`config.mk`:
```
export PLATFORM = sky130hd
export DESIGN_NAME = sercb_core
export DESIGN_NICKNAME = d
export VERILOG_FILES = /design/src/inc/sercb_pkg.sv /design/src/rtl/sercb_core.sv
export SDC_FILE = /design/constraint.sdc
export NUM_CORES = 1
export LEC_CHECK = 0
export ABC_AREA = 1
export BUFFER_PORTS_ARGS = -buffer_cell sky130_fd_sc_hd__buf_4
export CORE_MARGIN = 2
export CORE_UTILIZATION = 60
export CTS_BUF_LIST = sky130_fd_sc_hd__clkbuf_2 sky130_fd_sc_hd__clkbuf_4 sky130_fd_sc_hd__clkbuf_8
export DETAILED_ROUTE_END_ITERATION = 7
export GPL_TIMING_DRIVEN = 0
export PLACE_DENSITY = 0.74
export SYNTH_ARGS = -nofsm -noshare
export SYNTH_HDL_FRONTEND = slang
export SYNTH_SLANG_ARGS = --single-unit
export TNS_END_PERCENT = 100
```
`constraint.sdc`:
```
create_clock -name clk -period 3.68 [get_ports clk]
set_clock_uncertainty 0.15 [all_clocks]
set_input_delay 0.184 -clock clk [delete_from_list [all_inputs] [get_ports clk]]
set_output_delay 0.184 -clock clk [all_outputs]
set_load 0.005 [all_outputs]
```
`src/inc/sercb_pkg.sv`:
```
// Constants and carriers for the serial control and baud block.
// Assumes one clock domain and the plain register port of the host CPU.
package sercb_pkg;
   // ==========================================================
   // Register indices (byte offsets on the plain register port)
   localparam logic [2:0] ADDR_STATUS = 3'h0;
   localparam logic [2:0] ADDR_DATA = 3'h1;
   localparam logic [2:0] ADDR_BAUD = 3'h2;
   localparam logic [2:0] ADDR_CTRL1 = 3'h3;
   localparam logic [2:0] ADDR_CTRL2 = 3'h4;
   localparam logic [2:0] ADDR_RXEXT = 3'h5;
   localparam logic [2:0] ADDR_TXEXT = 3'h7;
   // ==========================================================
   // Control two field positions
   localparam int CR2_TXEIE = 7;
   localparam int CR2_XMIT_DONE_IRQ_ON = 6;
   localparam int CR2_RXIE = 5;
   localparam int CR2_IDIE = 4;
   localparam int CR2_TXON = 3;
   localparam int CR2_RXON = 2;
   localparam int CR2_MUTE = 1;
   localparam int CR2_BRK = 0;
   // Baud register fields
   localparam int BRR_PRE_LO = 6;
   localparam int BRR_TX_LO = 3;
   localparam int BRR_RX_LO = 0;
   // Control one: word length and wake method
   localparam int CR1_LONG = 4;
   localparam int CR1_WAKE = 3;
   // ==========================================================
   // Reset values
   localparam logic [7:0] RST_CTRL = 8'h00;
   localparam logic [7:0] RST_BAUD = 8'h00;
   localparam logic [7:0] RST_EXT = 8'h00;
   localparam logic [7:0] RST_STATUS = 8'hC0;
   // Prescaler factors for first_prescale codes
   localparam logic [3:0] PRE_F0 = 4'h1;
   localparam logic [3:0] PRE_F1 = 4'h3;
   localparam logic [3:0] PRE_F2 = 4'h4;
   localparam logic [3:0] PRE_F3 = 4'hD;
   localparam logic [3:0] OVERSAMPLE = 4'hF;
   localparam logic [3:0] OVS_MID = 4'h7;
   // ==========================================================
   typedef struct packed {
      logic [2:0] addr;
      logic [7:0] wdata;
      logic wr;
      logic rd;
   } sercb_bus_t;
   typedef enum {TX_IDLE, TX_START, TX_DATA, TX_STOP} sercb_tx_t;
   typedef enum {RX_HUNT, RX_START, RX_DATA, RX_STOP} sercb_rx_t;
endpackage

```
`src/rtl/sercb_core.sv`:
```
// Serial control, data buffer and baud generators of an async serial port.
// Assumes one 200 MHz clock, a remote transceiver on txdOut and rxdIn.
import sercb_pkg::*;

module sercb_core (
   input wire logic clk,
   input wire logic resetn,
   input wire sercb_bus_t busIn,
   output logic [7:0] rdData,
   output logic txdOut,
   output logic txdOe_n,
   input wire logic rxdIn,
   output logic irqReq
);
   // ==========================================================
   // Registers
   logic [7:0] ctrl2_r, baud_r, rxExt_r, txExt_r, ctrl1_r;
   logic [7:0] txBuf_r, rxBuf_r, rdData_r;
   logic txEmpty_r, txDone_r, rxFull_r, idle_r, overrun_r, frameErr_r;
   logic statusSeen_r, txEverOn_r, txOnPrev_r, brkPrev_r;
   logic preamblePend_r, brkPend_r;
   logic rxSync1_r, rxSync2_r;

   wire wrData = busIn.wr && busIn.addr == ADDR_DATA;
   wire rdDataHit = busIn.rd && busIn.addr == ADDR_DATA;
   wire rdStatus = busIn.rd && busIn.addr == ADDR_STATUS;
   wire txOn = ctrl2_r[CR2_TXON];
   wire rxOn = ctrl2_r[CR2_RXON];
   wire longWord = ctrl1_r[CR1_LONG];

   // ==========================================================
   // Baud generation
   function automatic logic [3:0] preFactor(input logic [1:0] code);
      case (code)
         2'h0: preFactor = PRE_F0;
         2'h1: preFactor = PRE_F1;
         2'h2: preFactor = PRE_F2;
         default: preFactor = PRE_F3;
      endcase
   endfunction

   logic [3:0] preCnt_r;
   wire [3:0] preMax = preFactor(baud_r[BRR_PRE_LO +: 2]) - 4'h1;
   wire preTick = preCnt_r == preMax;
   // Oversample ticks (16 per bit) for tx and rx
   wire [1:0] ovsTick;
   logic [6:0] rateCnt_r [2];
   logic [7:0] extCnt_r [2];
   wire [2:0] rateField [2];
   wire [7:0] extVal [2];
   assign rateField[0] = baud_r[BRR_TX_LO +: 3];
   assign rateField[1] = baud_r[BRR_RX_LO +: 3];
   assign extVal[0] = txExt_r;
   assign extVal[1] = rxExt_r;

   always_ff @(posedge clk or negedge resetn) begin
      if (!resetn) begin
         preCnt_r <= 4'h0;
      end else begin
         preCnt_r <= preTick ? 4'h0 : preCnt_r + 4'h1;
      end
   end

   for (genvar g = 0; g < 2; g++) begin : gRate
      wire [6:0] rateMax = 7'((8'h1 << rateField[g]) - 8'h1);
      wire extMode = extVal[g] != 8'h00;
      wire convTick = preTick && rateCnt_r[g] == rateMax;
      // Extended tick every ext count; sixteen ticks make one bit
      wire extTick = extCnt_r[g] == extVal[g] - 8'h1;
      assign ovsTick[g] = extMode ? extTick : convTick;
      always_ff @(posedge clk or negedge resetn) begin
         if (!resetn) begin
            rateCnt_r[g] <= 7'h00;
            extCnt_r[g] <= 8'h00;
         end else begin
            if (preTick) begin
               rateCnt_r[g] <= convTick ? 7'h00 : rateCnt_r[g] + 7'h01;
            end
            extCnt_r[g] <= extTick ? 8'h00 : extCnt_r[g] + 8'h01;
         end
      end
   end

   // ==========================================================
   // Transmitter
   sercb_tx_t txState_r;
   logic [3:0] txOvs_r, txBit_r;
   logic [8:0] txShift_r;
   logic [1:0] txKind_r; // 0 data, 1 preamble, 2 break
   logic txLine_r, txDelay_r;
   wire txBitTick = ovsTick[0] && txOvs_r == OVERSAMPLE;
   wire [3:0] lastBit = longWord ? 4'h8 : 4'h7;
   wire txRise = txOn && !txOnPrev_r;
   wire brkFall = !ctrl2_r[CR2_BRK] && brkPrev_r;
   wire needBrk = ctrl2_r[CR2_BRK] || brkPend_r;
   // No start in the enable cycle itself, so the bit-time wait always holds
   wire txStartOk = txState_r == TX_IDLE && txOn && !txRise && !txDelay_r
                    && txBitTick;
   wire startPre = txStartOk && preamblePend_r;
   wire startBrk = txStartOk && !preamblePend_r && needBrk;
   wire startData = txStartOk && !preamblePend_r && !needBrk && !txEmpty_r;
   wire txFrameEnd = txState_r == TX_STOP && txBitTick;

   always_ff @(posedge clk or negedge resetn) begin
      if (!resetn) begin
         txState_r <= TX_IDLE;
         txOvs_r <= 4'h0;
         txBit_r <= 4'h0;
         txShift_r <= 9'h1FF;
         txKind_r <= 2'h0;
         txLine_r <= 1'b1;
         txDelay_r <= 1'b0;
      end else begin
         if (ovsTick[0]) begin
            txOvs_r <= txOvs_r + 4'h1;
         end
         if (txRise) begin
            txDelay_r <= 1'b1;
         end else if (txBitTick) begin
            txDelay_r <= 1'b0;
         end
         case (txState_r)
            TX_IDLE: begin
               txLine_r <= 1'b1;
               if (startData || startBrk || startPre) begin
                  txState_r <= TX_START;
                  txKind_r <= startPre ? 2'h1 : (startBrk ? 2'h2 : 2'h0);
                  txShift_r <= startData ? {ctrl1_r[6], txBuf_r} : 9'h000;
                  txLine_r <= startPre; // Preamble keeps the line high
               end
            end
            TX_START: if (txBitTick) begin
               txState_r <= TX_DATA;
               txBit_r <= 4'h0;
               txLine_r <= txKind_r == 2'h1 ? 1'b1 : txShift_r[0];
            end
            TX_DATA: if (txBitTick) begin
               txShift_r <= {1'b0, txShift_r[8:1]};
               if (txBit_r == lastBit) begin
                  txState_r <= TX_STOP;
                  txLine_r <= txKind_r != 2'h2; // Break holds low through stop
               end else begin
                  txBit_r <= txBit_r + 4'h1;
                  txLine_r <= txKind_r == 2'h1 ? 1'b1 : txShift_r[1];
               end
            end
            TX_STOP: if (txBitTick) begin
               txState_r <= TX_IDLE;
               txLine_r <= 1'b1;
            end
            default: txState_r <= TX_IDLE;
         endcase
      end
   end

   // ==========================================================
   // Receiver
   sercb_rx_t rxState_r;
   logic [3:0] rxOvs_r, rxBit_r, idleCnt_r;
   logic [8:0] rxShift_r;
   logic idleArmed_r;
   wire rxSample = ovsTick[1] && rxOvs_r == OVS_MID;
   wire rxWordDone = rxState_r == RX_STOP && rxSample;
   // Eight-bit words still sit one place high when the stop bit is sampled
   wire [8:0] rxWord = longWord ? rxShift_r : {1'b0, rxShift_r[8:1]};
   wire muted = ctrl2_r[CR2_MUTE];
   wire idleSeen = rxOn && rxState_r == RX_HUNT && ovsTick[1] && rxSync2_r
                   && idleCnt_r == lastBit + 4'h2 && rxOvs_r == OVERSAMPLE;
   wire addrWake = rxWordDone && ctrl1_r[CR1_WAKE] && rxWord[lastBit];
   wire wakeUp = muted && (ctrl1_r[CR1_WAKE] ? addrWake : idleSeen);
   wire rxDeliver = rxWordDone && (!muted || addrWake);

   always_ff @(posedge clk or negedge resetn) begin
      if (!resetn) begin
         rxSync1_r <= 1'b1;
         rxSync2_r <= 1'b1;
         rxState_r <= RX_HUNT;
         rxOvs_r <= 4'h0;
         rxBit_r <= 4'h0;
         rxShift_r <= 9'h000;
         idleCnt_r <= 4'h0;
      end else begin
         rxSync1_r <= rxdIn;
         rxSync2_r <= rxSync1_r;
         if (ovsTick[1]) begin
            rxOvs_r <= rxOvs_r + 4'h1;
         end
         if (ovsTick[1] && rxOvs_r == OVERSAMPLE) begin
            idleCnt_r <= !rxSync2_r ? 4'h0 : (idleCnt_r == 4'hF ? idleCnt_r : idleCnt_r + 4'h1);
         end
         case (rxState_r)
            RX_HUNT: if (rxOn && ovsTick[1] && !rxSync2_r) begin
               rxState_r <= RX_START;
               rxOvs_r <= 4'h0;
            end
            RX_START: if (rxSample) begin
               rxState_r <= rxSync2_r ? RX_HUNT : RX_DATA;
               rxBit_r <= 4'h0;
            end
            RX_DATA: if (rxSample) begin
               rxShift_r <= {rxSync2_r, rxShift_r[8:1]};
               if (rxBit_r == lastBit) begin
                  rxState_r <= RX_STOP;
               end
               rxBit_r <= rxBit_r + 4'h1;
            end
            RX_STOP: if (rxSample) begin
               rxState_r <= RX_HUNT;
            end
            default: rxState_r <= RX_HUNT;
         endcase
         if (!rxOn) begin
            rxState_r <= RX_HUNT;
         end
      end
   end

   // ==========================================================
   // Register file and status flags
   wire flagClrRx = statusSeen_r && rdDataHit;
   wire flagClrTx = statusSeen_r && wrData;
   wire txLoad = startData;
   wire [7:0] statusVal = {txEmpty_r, txDone_r, rxFull_r, idle_r, overrun_r, 1'b0,
                           frameErr_r, 1'b0};
   wire [7:0] rdMux = busIn.addr == ADDR_STATUS ? statusVal :
                      busIn.addr == ADDR_DATA ? rxBuf_r :
                      busIn.addr == ADDR_BAUD ? baud_r :
                      busIn.addr == ADDR_CTRL1 ? ctrl1_r :
                      busIn.addr == ADDR_CTRL2 ? ctrl2_r :
                      busIn.addr == ADDR_RXEXT ? rxExt_r :
                      busIn.addr == ADDR_TXEXT ? txExt_r : 8'h00;

   always_ff @(posedge clk or negedge resetn) begin
      if (!resetn) begin
         ctrl2_r <= RST_CTRL;
         ctrl1_r <= RST_CTRL;
         baud_r <= RST_BAUD;
         rxExt_r <= RST_EXT;
         txExt_r <= RST_EXT;
         {txEmpty_r, txDone_r} <= RST_STATUS[7:6];
         {rxFull_r, idle_r, overrun_r, frameErr_r} <= 4'h0;
         statusSeen_r <= 1'b0;
         txEverOn_r <= 1'b0;
         txOnPrev_r <= 1'b0;
         brkPrev_r <= 1'b0;
         preamblePend_r <= 1'b0;
         brkPend_r <= 1'b0;
         idleArmed_r <= 1'b0;
         txBuf_r <= 8'h00;
         rxBuf_r <= 8'h00;
         rdData_r <= 8'h00;
      end else begin
         rdData_r <= busIn.rd ? rdMux : 8'h00;
         if (busIn.wr) begin
            case (busIn.addr)
               ADDR_DATA: txBuf_r <= busIn.wdata;
               ADDR_BAUD: baud_r <= busIn.wdata;
               ADDR_CTRL1: ctrl1_r <= busIn.wdata;
               ADDR_CTRL2: ctrl2_r <= busIn.wdata;
               ADDR_RXEXT: rxExt_r <= busIn.wdata;
               ADDR_TXEXT: txExt_r <= busIn.wdata;
               default: ;
            endcase
         end
         if (wakeUp) begin
            ctrl2_r[CR2_MUTE] <= 1'b0;
         end
         if (rdStatus) begin
            statusSeen_r <= 1'b1;
         end else if (busIn.rd || busIn.wr) begin
            statusSeen_r <= busIn.addr == ADDR_STATUS;
         end
         txOnPrev_r <= txOn;
         brkPrev_r <= ctrl2_r[CR2_BRK];
         if (txOn) begin
            txEverOn_r <= 1'b1;
         end
         // Pulse on enable during a frame queues a preamble
         if (txRise && txState_r != TX_IDLE) begin
            preamblePend_r <= 1'b1;
         end else if (startPre) begin
            preamblePend_r <= 1'b0;
         end
         if (brkFall) begin
            brkPend_r <= 1'b1;
         end else if (startBrk) begin
            brkPend_r <= 1'b0;
         end
         // Set wins over the software clear
         txEmpty_r <= txLoad | (txEmpty_r & !flagClrTx);
         txDone_r <= (txFrameEnd && txKind_r == 2'h0) | (txDone_r & !flagClrTx);
         if (rxDeliver) begin
            if (rxFull_r && !flagClrRx) begin
               overrun_r <= 1'b1;
            end else begin
               rxBuf_r <= rxWord[7:0];
               rxFull_r <= 1'b1;
               frameErr_r <= !rxSync2_r;
               ctrl1_r[7] <= rxWord[8];
               idleArmed_r <= 1'b1;
            end
         end else if (flagClrRx) begin
            {rxFull_r, overrun_r, frameErr_r} <= 3'h0;
         end
         // Idle only rearms after a fresh word
         if (idleSeen && idleArmed_r && !muted) begin
            idle_r <= 1'b1;
            idleArmed_r <= 1'b0;
         end else if (flagClrRx) begin
            idle_r <= 1'b0;
         end
      end
   end

   // ==========================================================
   // Outputs
   assign rdData = rdData_r;
   assign txdOut = txLine_r;
   assign txdOe_n = !(txOn || rxOn) && txEverOn_r ? 1'b1 : !txEverOn_r;
   assign irqReq = (ctrl2_r[CR2_TXEIE] && txEmpty_r)
                 || (ctrl2_r[CR2_XMIT_DONE_IRQ_ON] && txDone_r)
                 || (ctrl2_r[CR2_RXIE] && (overrun_r || rxFull_r))
                 || (ctrl2_r[CR2_IDIE] && idle_r);
endmodule

```
== Yosys cells after proc, flatten, opt, wreduce, memory -nomap -nowiden ==
Cells that the tools add are included.
Cells by class
  add/sub/neg operators: 16
  order comparisons: 1
  equality and inequality tests: 47
  shifts and indexed selects: 2
  muxes and demuxes: 87
  bitwise operators: 5
  reduce and logical (&&, ||, !) cells: 110
Operators with widths (number)
  $mux 32: 11
  $pmux 32 s4: 2
  $eq 32x2->1 const B: 4
  $logic_not 32->1: 4
  $mux 8: 12
  $eq 32x1->1 const B: 2
  $eq 32x3->1 const B: 2
  $mux 4: 12
  $logic_and 1x1->1: 44
  $mux 9: 4
  $mux 1: 33
  $reduce_bool 32->1: 1
  $reduce_and 2->1: 14
  $add 4x1->4 const B: 6
  $reduce_bool 2->1: 12
  $ne 2x2->1 const B: 11
  $pmux 9 s2: 1
  $add 8x1->8 const B: 2
  $eq 4x4->1: 4
  $eq 8x8->1: 2
  $pmux 4 s2: 2
  $reduce_bool 8->1: 2
  $sub 8x1->8 const B: 2
  $ne 3x3->1 const B: 5
  other kinds (31): 74
Storage, ports and cells
  register bits after elaboration: 219
  output and inout port bits: 11
  logic and storage cells: 310

== Depth between registers and ports, before layout ==
Gate-level depths: netlist of the first run.
  depth after elaboration: 15
  depth in mapped cells: 19
  gate-level depth less buffers: 19

== Least setup slack after synthesis of the first run ==
OpenSTA, ideal clock, no wires.
  kind: register to register
  start point: register baud_r[6]
  end point: register frameErr_r
  library setup time: 0.119 ns
  arrival time: 2.028 ns
  required time: 3.411 ns
  setup slack: 1.384 ns
  stages on the path, launching flop included: 15
  path through: dfrtp_1 > inv_1 > ha_1 > xnor2_1 > nor2_1 > and2_1 > buf_4 > nand4_2 > nand2_2 > nand4_4 > nor2_4 > nand4_1 > buf_2 > nand3_1 > nand2_1
On the way
  longest elaborated chain between the ends: 14
RTL lines
  from (decl): line sercb_core.sv:17  | logic [7:0] ctrl2_r, baud_r, rxExt_r, txExt_r, ctrl1_r;
  from (signal assigned): line sercb_core.sv:257  | ADDR_BAUD: baud_r <= busIn.wdata;
  $eq 2x2->1, or another cell as far along: line sercb_core.sv:34  | case (code)
  $pmux 4 s3 *: line sercb_core.sv:34
  $sub 4x1->4 *: line sercb_core.sv:43  | wire [3:0] preMax = preFactor(baud_r[BRR_PRE_LO +: 2]) - 4'h1;
  $eq 4x4->1 *: line sercb_core.sv:44  | wire preTick = preCnt_r == preMax;
  $logic_and 1x1->1 *: line sercb_core.sv:67  | wire convTick = preTick && rateCnt_r[g] == rateMax;
  $mux 1 *: line sercb_core.sv:70  | assign ovsTick[g] = extMode ? extTick : convTick;
  $logic_and 1x1->1 *: line sercb_core.sv:162  | wire rxSample = ovsTick[1] && rxOvs_r == OVS_MID;
  $logic_and 1x1->1 *: line sercb_core.sv:163  | wire rxWordDone = rxState_r == RX_STOP && rxSample;
  $logic_and 1x1->1 (2 in series): line sercb_core.sv:169  | wire addrWake = rxWordDone && ctrl1_r[CR1_WAKE] && rxWord[lastBit];
  $logic_or 1x1->1: line sercb_core.sv:171  | wire rxDeliver = rxWordDone && (!muted || addrWake);
  $logic_and 1x1->1 *: line sercb_core.sv:171
  $ne 2x2->1 (no source line) / $reduce_bool 2->1 (equally long branches)
  $reduce_and 2->1 (no source line)
  to (signal assigned): line sercb_core.sv:298  | frameErr_r <= !rxSync2_r;
  to (decl): line sercb_core.sv:19  | logic txEmpty_r, txDone_r, rxFull_r, idle_r, overrun_r, frameErr_r;
Mark *: on every way between the ends. The rest lies on a longest branch, timed or not.
A chain may end at the register's enable or synchronous reset.

== Final worst setup path of the first run ==
  start point: register baud_r[6]
  end point: register rxBit_r[1]
On the way
  longest elaborated chain between the ends: 9
RTL lines
  $eq 2x2->1, or another cell as far along: line sercb_core.sv:34
  $pmux 4 s3 *: line sercb_core.sv:34
  $sub 4x1->4 *: line sercb_core.sv:43
  $eq 4x4->1 *: line sercb_core.sv:44
  $logic_and 1x1->1 *: line sercb_core.sv:67
  $mux 1 *: line sercb_core.sv:70
  $logic_and 1x1->1 *: line sercb_core.sv:162
  $ne 2x2->1 (no source line)
  $reduce_and 3->1 (no source line) *
  to (signal assigned): line sercb_core.sv:205  | rxBit_r <= rxBit_r + 4'h1;
  to (decl): line sercb_core.sv:159  | logic [3:0] rxOvs_r, rxBit_r, idleCnt_r;
Marks and branches as above.

==> flow_metrics.env, run 1 <==
export IMPL_status="finished, final reports clean"
export IMPL_ctsHoldBuffers=8
export IMPL_synth_top_area_cell="dfrtp_1"
export IMPL_clkSlewWorstSetupHoldPaths_ns=0.08
export IMPL_drc=0
export IMPL_drt_iter0_drc=583
export IMPL_synth_enable_flop_cells=0
export IMPL_yosysSeqAreaShare=0.462
export IMPL_area_growth_pct=10.4
export IMPL_dieArea_um2=15400
export IMPL_maxCapViolations=0
export IMPL_initial_core_util=0.619
export IMPL_core_area_um2=14000
export IMPL_die_w_um=124
export IMPL_fin_setup_tns_ns=0
export IMPL_synth_compound_area_share=0.127
export IMPL_hold_path_class="input pin to flop"
export IMPL_num_rows=43
export IMPL_ys_ff_latch=159
export IMPL_antenna_found_initial=0
export IMPL_worstSetupPathType="flop to flop"
export IMPL_min_path_cells=3
export IMPL_grt_ovfl_total=0
export IMPL_timing_slew_headroom=0.484
export IMPL_critPathLaunch="baud_r[6]"
export IMPL_postCtsSetupBuffers=0
export IMPL_arrival_ns=3.09
export IMPL_worst_pin_slew_ns=0.771
export IMPL_grt_usage=0.279
export IMPL_max_vdd_ir_drop_mv=0.488
export IMPL_final_common_cell="nand2_1"
export IMPL_final_util=0.683
export IMPL_finalCritPeriodShare=0.792
export IMPL_vias_per_cell=5.55
export IMPL_die_h_um=124
export IMPL_synth_top_family_by_area="simple AND/OR/NAND/NOR gates"
export IMPL_final_nets=1179
export IMPL_vias=7419
export IMPL_insertion_delay_ns=0.46
export IMPL_cts_htree_levels=4
export IMPL_r2r_end="rxBit_r[1]"
export IMPL_crit_required_ns=3.86
export IMPL_fmaxAchievable_mhz=343
export IMPL_slew_violations=0
export IMPL_async_flop_share=1.00
export IMPL_hold_viol_final=0
export IMPL_synthDistinctLibCells=56
export IMPL_worstSetupStartpointType="flop"
export IMPL_num_antenna_cells=0
export IMPL_syn_nets=1128
export IMPL_rrSetupSlack_ns=0.77
export IMPL_synthSimpleGateAreaFrac=0.274
export IMPL_drt_first_pass_iters=5
export IMPL_syn_area_um2=8650
export IMPL_cp_end_kind="flop"
export IMPL_grt_max_degree=96
export IMPL_rsz0062_at_grt="false"
export IMPL_ios=27
export IMPL_timing_rr_start="baud_r[6]"
export IMPL_wl_per_cell_um=15.0
export IMPL_cts_resized=0
export IMPL_synth_ff_type="dfrtp_1"
export IMPL_p_per_area_nw_per_um2=602
export IMPL_cts_tree="built"
export IMPL_syn_avg_cell_area_um2=7.92
export IMPL_synth_mux_area_frac=0.00130
export IMPL_cts_made_buffers=17
export IMPL_gp_congestion=0.913
export IMPL_ant_nets=0
export IMPL_grt_pass1_wl_mm=33.2
export IMPL_drive_above_1_share=0.0951
export IMPL_p_leak_nw=4.65
export IMPL_place_hpwl_mm=14.7
export IMPL_final_cell_mix="nand2_1 (257), dfrtp_1 (145), inv_1 (137)"
export IMPL_routed_wl_mm=20.0
export IMPL_cts_sinks=159
export IMPL_io_buffers=23
export IMPL_critPathCapture="rxBit_r[1]"
export IMPL_synthAdderAreaFrac=0.0275
export IMPL_grt_pass1_vias=6955
export IMPL_yosysWarningCount=0
export IMPL_netlist_instances=1093
export IMPL_ctsLongestPathBuffers=2
export IMPL_whs_ns=0.0353
export IMPL_r2r_cells=13
export IMPL_synth_top_area_share=0.419
export IMPL_root_buffer="clkbuf_8"
export IMPL_fillers=1229
export IMPL_setup_viol=0
export IMPL_cp_max_fo=8
export IMPL_fin_crit_ns=2.91
export IMPL_synthXorXnorAreaFrac=0.0344
export IMPL_synth_area_top_cells="dfrtp_1 (42%), nand2_1 (11%), o21ai_0 (6.0%), inv_1 (5.9%), nor2_1 (4.6%)"
==> where the power goes <==
part | switching, mW | total (mW) | internal, mW
clock network | 0.668 | 1.28 | 0.617
logic | 1.21 | 1.96 | 0.754
registers | 0.392 | 2.50 | 2.11
total | 2.27 | 5.75 | 3.48
==> Yosys cell counts (5+ instances only) <==
master	n
dfrtp_1	145
nand2_1	257
inv_1	137
o211ai_1	7
nor4_1	6
xnor2_1	15
o21ai_0	103
nor3_1	20
nor2_1	107
nand3_1	63
xor2_1	19
o2111ai_1	5
clkbuf_1	16
dfstp_2	14
nand4_1	32
nor3b_1	6
o21ai_1	18
a21oi_1	31
ha_1	19
nand2_2	6
o221ai_1	5
==> worst min path at each step <==
stage | to | start
after floorplan | baud_r[0] | resetn
after global placement | rxSync1_r | rxdIn
after detailed placement | rateCnt_r[5] | resetn
after CTS | ctrl2_r[0] | busIn[2]
after global routing | ctrl1_r[0] | busIn[2]
final | ctrl1_r[0] | busIn[2]
==> state kept, by name (all words and copies together) (netlist names), 8 cells and up <==
name       cells
ctrl2_r        8
txShift_r      9
rxExt_r        8
rateCnt_r     14
txExt_r        8
ctrl1_r        8
extCnt_r      16
txBuf_r        8
rxBuf_r        8
rxShift_r      9
baud_r         8
rdData         8
==> cell type report <==
| class | count | area (um^2) | area share |
|---|---|---|---|
| inverters | 143 | 537 | 0.0562 |
| flip-flops and latches | 159 | 4000 | 0.418 |
| multi-input cells | 768 | 4010 | 0.420 |
| plain buffers | 23 | 110 | 0.0115 |
| repair buffers | 32 | 284 | 0.0297 |
| clock buffers | 18 | 248 | 0.0259 |
| clock inverters | 14 | 143 | 0.0149 |
| well taps | 180 | 225 | 0.0236 |
==> worst max-delay path: stages, from the launching register on <==
cell     delay (ns)
dfrtp_1        0.45
inv_1          0.08
ha_1           0.31
xnor2_1        0.13
nor2_1         0.13
and2_1         0.14
buf_4          0.15
nand4_2        0.21
nand2_2        0.17
nand2_2        0.12
inv_1          0.18
nand3_1        0.14
a21oi_1        0.29
o21ai_0        0.13
==> per-layer routing <==
layer	track usage	wire length [um]
met5	0	0
met4	0.102	564
met3	0.0586	901
met2	0.449	9460
met1	0.373	9090
==> cells by family after synthesis <==
| kind of cell | Yosys count |
|---|---|
| XOR/XNOR | 34 |
| AND/OR/NAND/NOR | 524 |
| multiplexers | 1 |
| AO/OA/AOI/OAI | 190 |
| adder cells (fa/ha/maj) | 19 |
| flip-flops | 159 |
| buffers and inverters | 166 |
==> through the flow <==
step | power [mW] | cell area, um^2 | std cells | setup slack [ns]
3_3_place_gp | 4.40 | 9050 | 1296 | 0.834
3_5_place_dp | 4.47 | 9080 | 1297 | 0.812
5_1_grt | 6.19 | 9550 | 1337 | 0.586
4_1_cts | 5.77 | 9550 | 1337 | 0.794
6_report | 5.75 | 9550 | 1337 | 0.766
2_1_floorplan | 3.95 | 8650 | 1093 | 1.38
(Power assumes the default switching activity.)
==> run 2: changes to the inputs <==
--- a/config.mk
+++ b/config.mk
@@ -8,11 +8,11 @@
 export ABC_AREA = 1
 export BUFFER_PORTS_ARGS = -buffer_cell sky130_fd_sc_hd__buf_4
 export CORE_MARGIN = 2
-export CORE_UTILIZATION = 60
+export CORE_UTILIZATION = 59
 export CTS_BUF_LIST = sky130_fd_sc_hd__clkbuf_2 sky130_fd_sc_hd__clkbuf_4 sky130_fd_sc_hd__clkbuf_8
 export DETAILED_ROUTE_END_ITERATION = 7
 export GPL_TIMING_DRIVEN = 0
-export PLACE_DENSITY = 0.74
+export PLACE_DENSITY = 0.76
 export SYNTH_ARGS = -nofsm -noshare
 export SYNTH_HDL_FRONTEND = slang
 export SYNTH_SLANG_ARGS = --single-unit
==> constraint.sdc (replaced) <==
create_clock -name clk -period 2.35 [get_ports clk]
set_clock_uncertainty 0.15 [all_clocks]
set_input_delay 0.1175 -clock clk [delete_from_list [all_inputs] [get_ports clk]]
set_output_delay 0.1175 -clock clk [all_outputs]
set_load 0.005 [all_outputs]
==> run 2 against run 1 <==
Power grew 72%. Fmax up 11%. Sequential power is 58% higher. The flow now finishes with violations (negative setup slack). Register-to-register slack got worse by 1.1 ns. Largest cell class unchanged. Die area increased by 1.6%. Sequential share of layout area decreased by 4.4 points.
==> flow_metrics.env, run 2 (synthesis results as in run 1) <==
export IMPL_drive_above_1_share=0.224
export IMPL_grt_pass1_vias=7124
export IMPL_grt_max_degree=97
export IMPL_placed_cell_area_um2=9090
export IMPL_cp_depth=14
export IMPL_worst_pin_slew_ns=0.794
export IMPL_ctsLongestPathBuffers=2
export IMPL_cts_sinks=159
export IMPL_regMostFlops="extCnt_r"
export IMPL_timing_slew_headroom=0.467
export IMPL_critPathLaunch="baud_r[7]"
export IMPL_core_area_um2=14400
export IMPL_grt_usage=0.279
export IMPL_p_comb_frac=0.384
export IMPL_initial_core_util=0.600
export IMPL_final_common_cell="nand2_1"
export IMPL_timing_rr_start="baud_r[7]"
export IMPL_maxCapViolations=0
export IMPL_num_antenna_cells=0
export IMPL_place_hpwl_mm=14.7
export IMPL_fin_setup_tns_ns=-10.90
export IMPL_drt_iter0_drc=699
export IMPL_worstSetupPathType="flop to flop"
export IMPL_insertion_delay_ns=0.46
export IMPL_p_per_area_nw_per_um2=926
export IMPL_dieArea_um2=15700
export IMPL_slew_violations=0
export IMPL_fmaxAchievable_mhz=380
export IMPL_violations="negative setup slack"
export IMPL_clock_power_share=0.217
export IMPL_num_rows=44
export IMPL_die_w_um=125
export IMPL_vias_per_cell=5.61
export IMPL_p_sw_frac=0.400
export IMPL_grt_ovfl_total=0
export IMPL_final_area_um2=10700
export IMPL_grt_pass1_wl_mm=35.2
export IMPL_area_growth_pct=23.6
export IMPL_arrival_ns=2.82
export IMPL_antenna_found_initial=0
export IMPL_cp_top_family="simple AND/OR/NAND/NOR gates"
export IMPL_io_buffers=23
export IMPL_die_h_um=125
export IMPL_crit_required_ns=2.54
export IMPL_fin_crit_ns=2.63
export IMPL_p_leak_nw=5.04
export IMPL_root_buffer="clkbuf_8"
export IMPL_status="finished with violations"
export IMPL_r2r_cells=14
export IMPL_slowest_stage="dfrtp_2"
export IMPL_r2r_end="rxBuf_r[7]"
export IMPL_final_util=0.741
export IMPL_setup_viol=62
export IMPL_gp_congestion=0.955
export IMPL_drc=0
export IMPL_max_vdd_ir_drop_mv=0.717
export IMPL_whs_ns=0.0431
export IMPL_final_cell_mix="nand2_1 (230), dfrtp_1 (141), inv_1 (129)"
export IMPL_internal_power_mw=5.94
export IMPL_routed_wl_mm=22.3
export IMPL_wl_per_cell_um=16.0
export IMPL_drt_first_pass_iters=5
export IMPL_cts_tree="built"
export IMPL_clkSlewWorstSetupHoldPaths_ns=0.09
export IMPL_hold_path_class="input pin to async pin"
export IMPL_final_nets=1227
export IMPL_critPathCapture="rxBuf_r[7]"
export IMPL_finalCritPeriodShare=1.12
export IMPL_rrSetupSlack_ns=-0.28
export IMPL_cts_htree_levels=4
export IMPL_ios=27
export IMPL_crit_path_cell_trace="ha_4, or2_1, o21ai_2, and2_1, buf_6, nand4_4, nand2_4, nand4_4, nor2_4, nand4_1, buf_6, buf_6, nand2_2, o21ai_2"
export IMPL_total_power_mw=9.90
export IMPL_path_buf_inv=3
export IMPL_largest_reg_flops=16
export IMPL_top_regs="extCnt_r x16, rateCnt_r x14"
export IMPL_cp_end_kind="flop"
export IMPL_p_switching_mw=3.96
export IMPL_rsz0062_at_grt="true"
export IMPL_cp_max_fo=5
export IMPL_cts_made_buffers=17
export IMPL_hold_viol_final=0
export IMPL_post_route_worst_setup_slack_ns=-0.284
export IMPL_vias=7795
export IMPL_sequentialPowerShare=0.399
export IMPL_cpPeakStageDelay_ns=0.47
export IMPL_ant_nets=0
export IMPL_worstSetupStartpointType="flop"
export IMPL_cpMostUsedCell="buf_6"
run 2: changes by cell type in the layout (fill, tap and decap cells not counted), moves of 10 or more:
cell     before  now
nand2_1     257  230
nor2_4        4   14
nand2_2       6   25
nor3_1       20   10
o21ai_2       2   13
nor2_1      107   91
buf_6         3   20
o21ai_0     103   87
a21oi_2       0   10
a21oi_1      31   20
nand3_1      63   51
buf_4        23   50
run 2: area by class of cell:
type                    count  area, um^2
flip-flops and latches    159        4000
plain buffers              23         148
clock buffers              21         277
repair buffers             80         732
multi-input cells         768        4620
well taps                 184         230
fillers                  1086        3730
inverters                 143         546
clock inverters            11         140
run 2: worst min-delay path by stage:
stage               from           end  slack, ns  cells after the start
2_1_floorplan     resetn     baud_r[0]      -0.33                      0
3_3_place_gp       rxdIn     rxSync1_r       0.08                      1
3_5_place_dp      resetn   preCnt_r[2]      -0.05                      1
4_1_cts        busIn[11]     rdData[6]       0.02                      4
5_1_grt        busIn[11]     rdData[6]       0.06                      4
6_report          resetn  extCnt_r[13]       0.04                      2
run 2: routing by layer:
metal,vias to the layer above,global-route usage,part of all wire
met2,199,0.465,0.49
li1,3798,-,-
met5,-,0,0
met1,3758,0.382,0.44
met4,0,0.0680,0.021
met3,40,0.0531,0.047
run 2: through the flow:
step	setup slack, ns	instances
6_report	-0.284	1389
5_1_grt	-0.402	1389
4_1_cts	-0.224	1368
3_5_place_dp	-0.495	1301
3_3_place_gp	-0.446	1300
2_1_floorplan	0.0535	1093
run 2: timing repair:
item / CTS / global route
hold buffers: 12 / 0
resized for setup: 66 / 132
endpoints found under the setup margin: 68 / 86
gates cloned: 3 / 1
pin swaps: 27 / 48
hold endpoints to repair: 208 / 0
setup buffers: 20 / 21
run 2: worst register-to-register path: stages, from the launching register on:
cell,delay [ns]
dfrtp_2,0.47
ha_4,0.18
or2_1,0.21
o21ai_2,0.16
and2_1,0.17
buf_6,0.11
nand4_4,0.15
nand2_4,0.12
nand4_4,0.10
nor2_4,0.16
nand4_1,0.12
buf_6,0.16
buf_6,0.14
nand2_2,0.07
o21ai_2,0.05
run 2: power groups by stage:
stage	clock network (mW)	logic [mW]	registers (mW)
6_report	2.15	3.80	3.95
5_1_grt	2.28	4.29	4.03
4_1_cts	2.17	3.33	3.90
3_5_place_dp	0	3.05	3.94
3_3_place_gp	0	2.95	3.93
2_1_floorplan	0	2.40	3.78
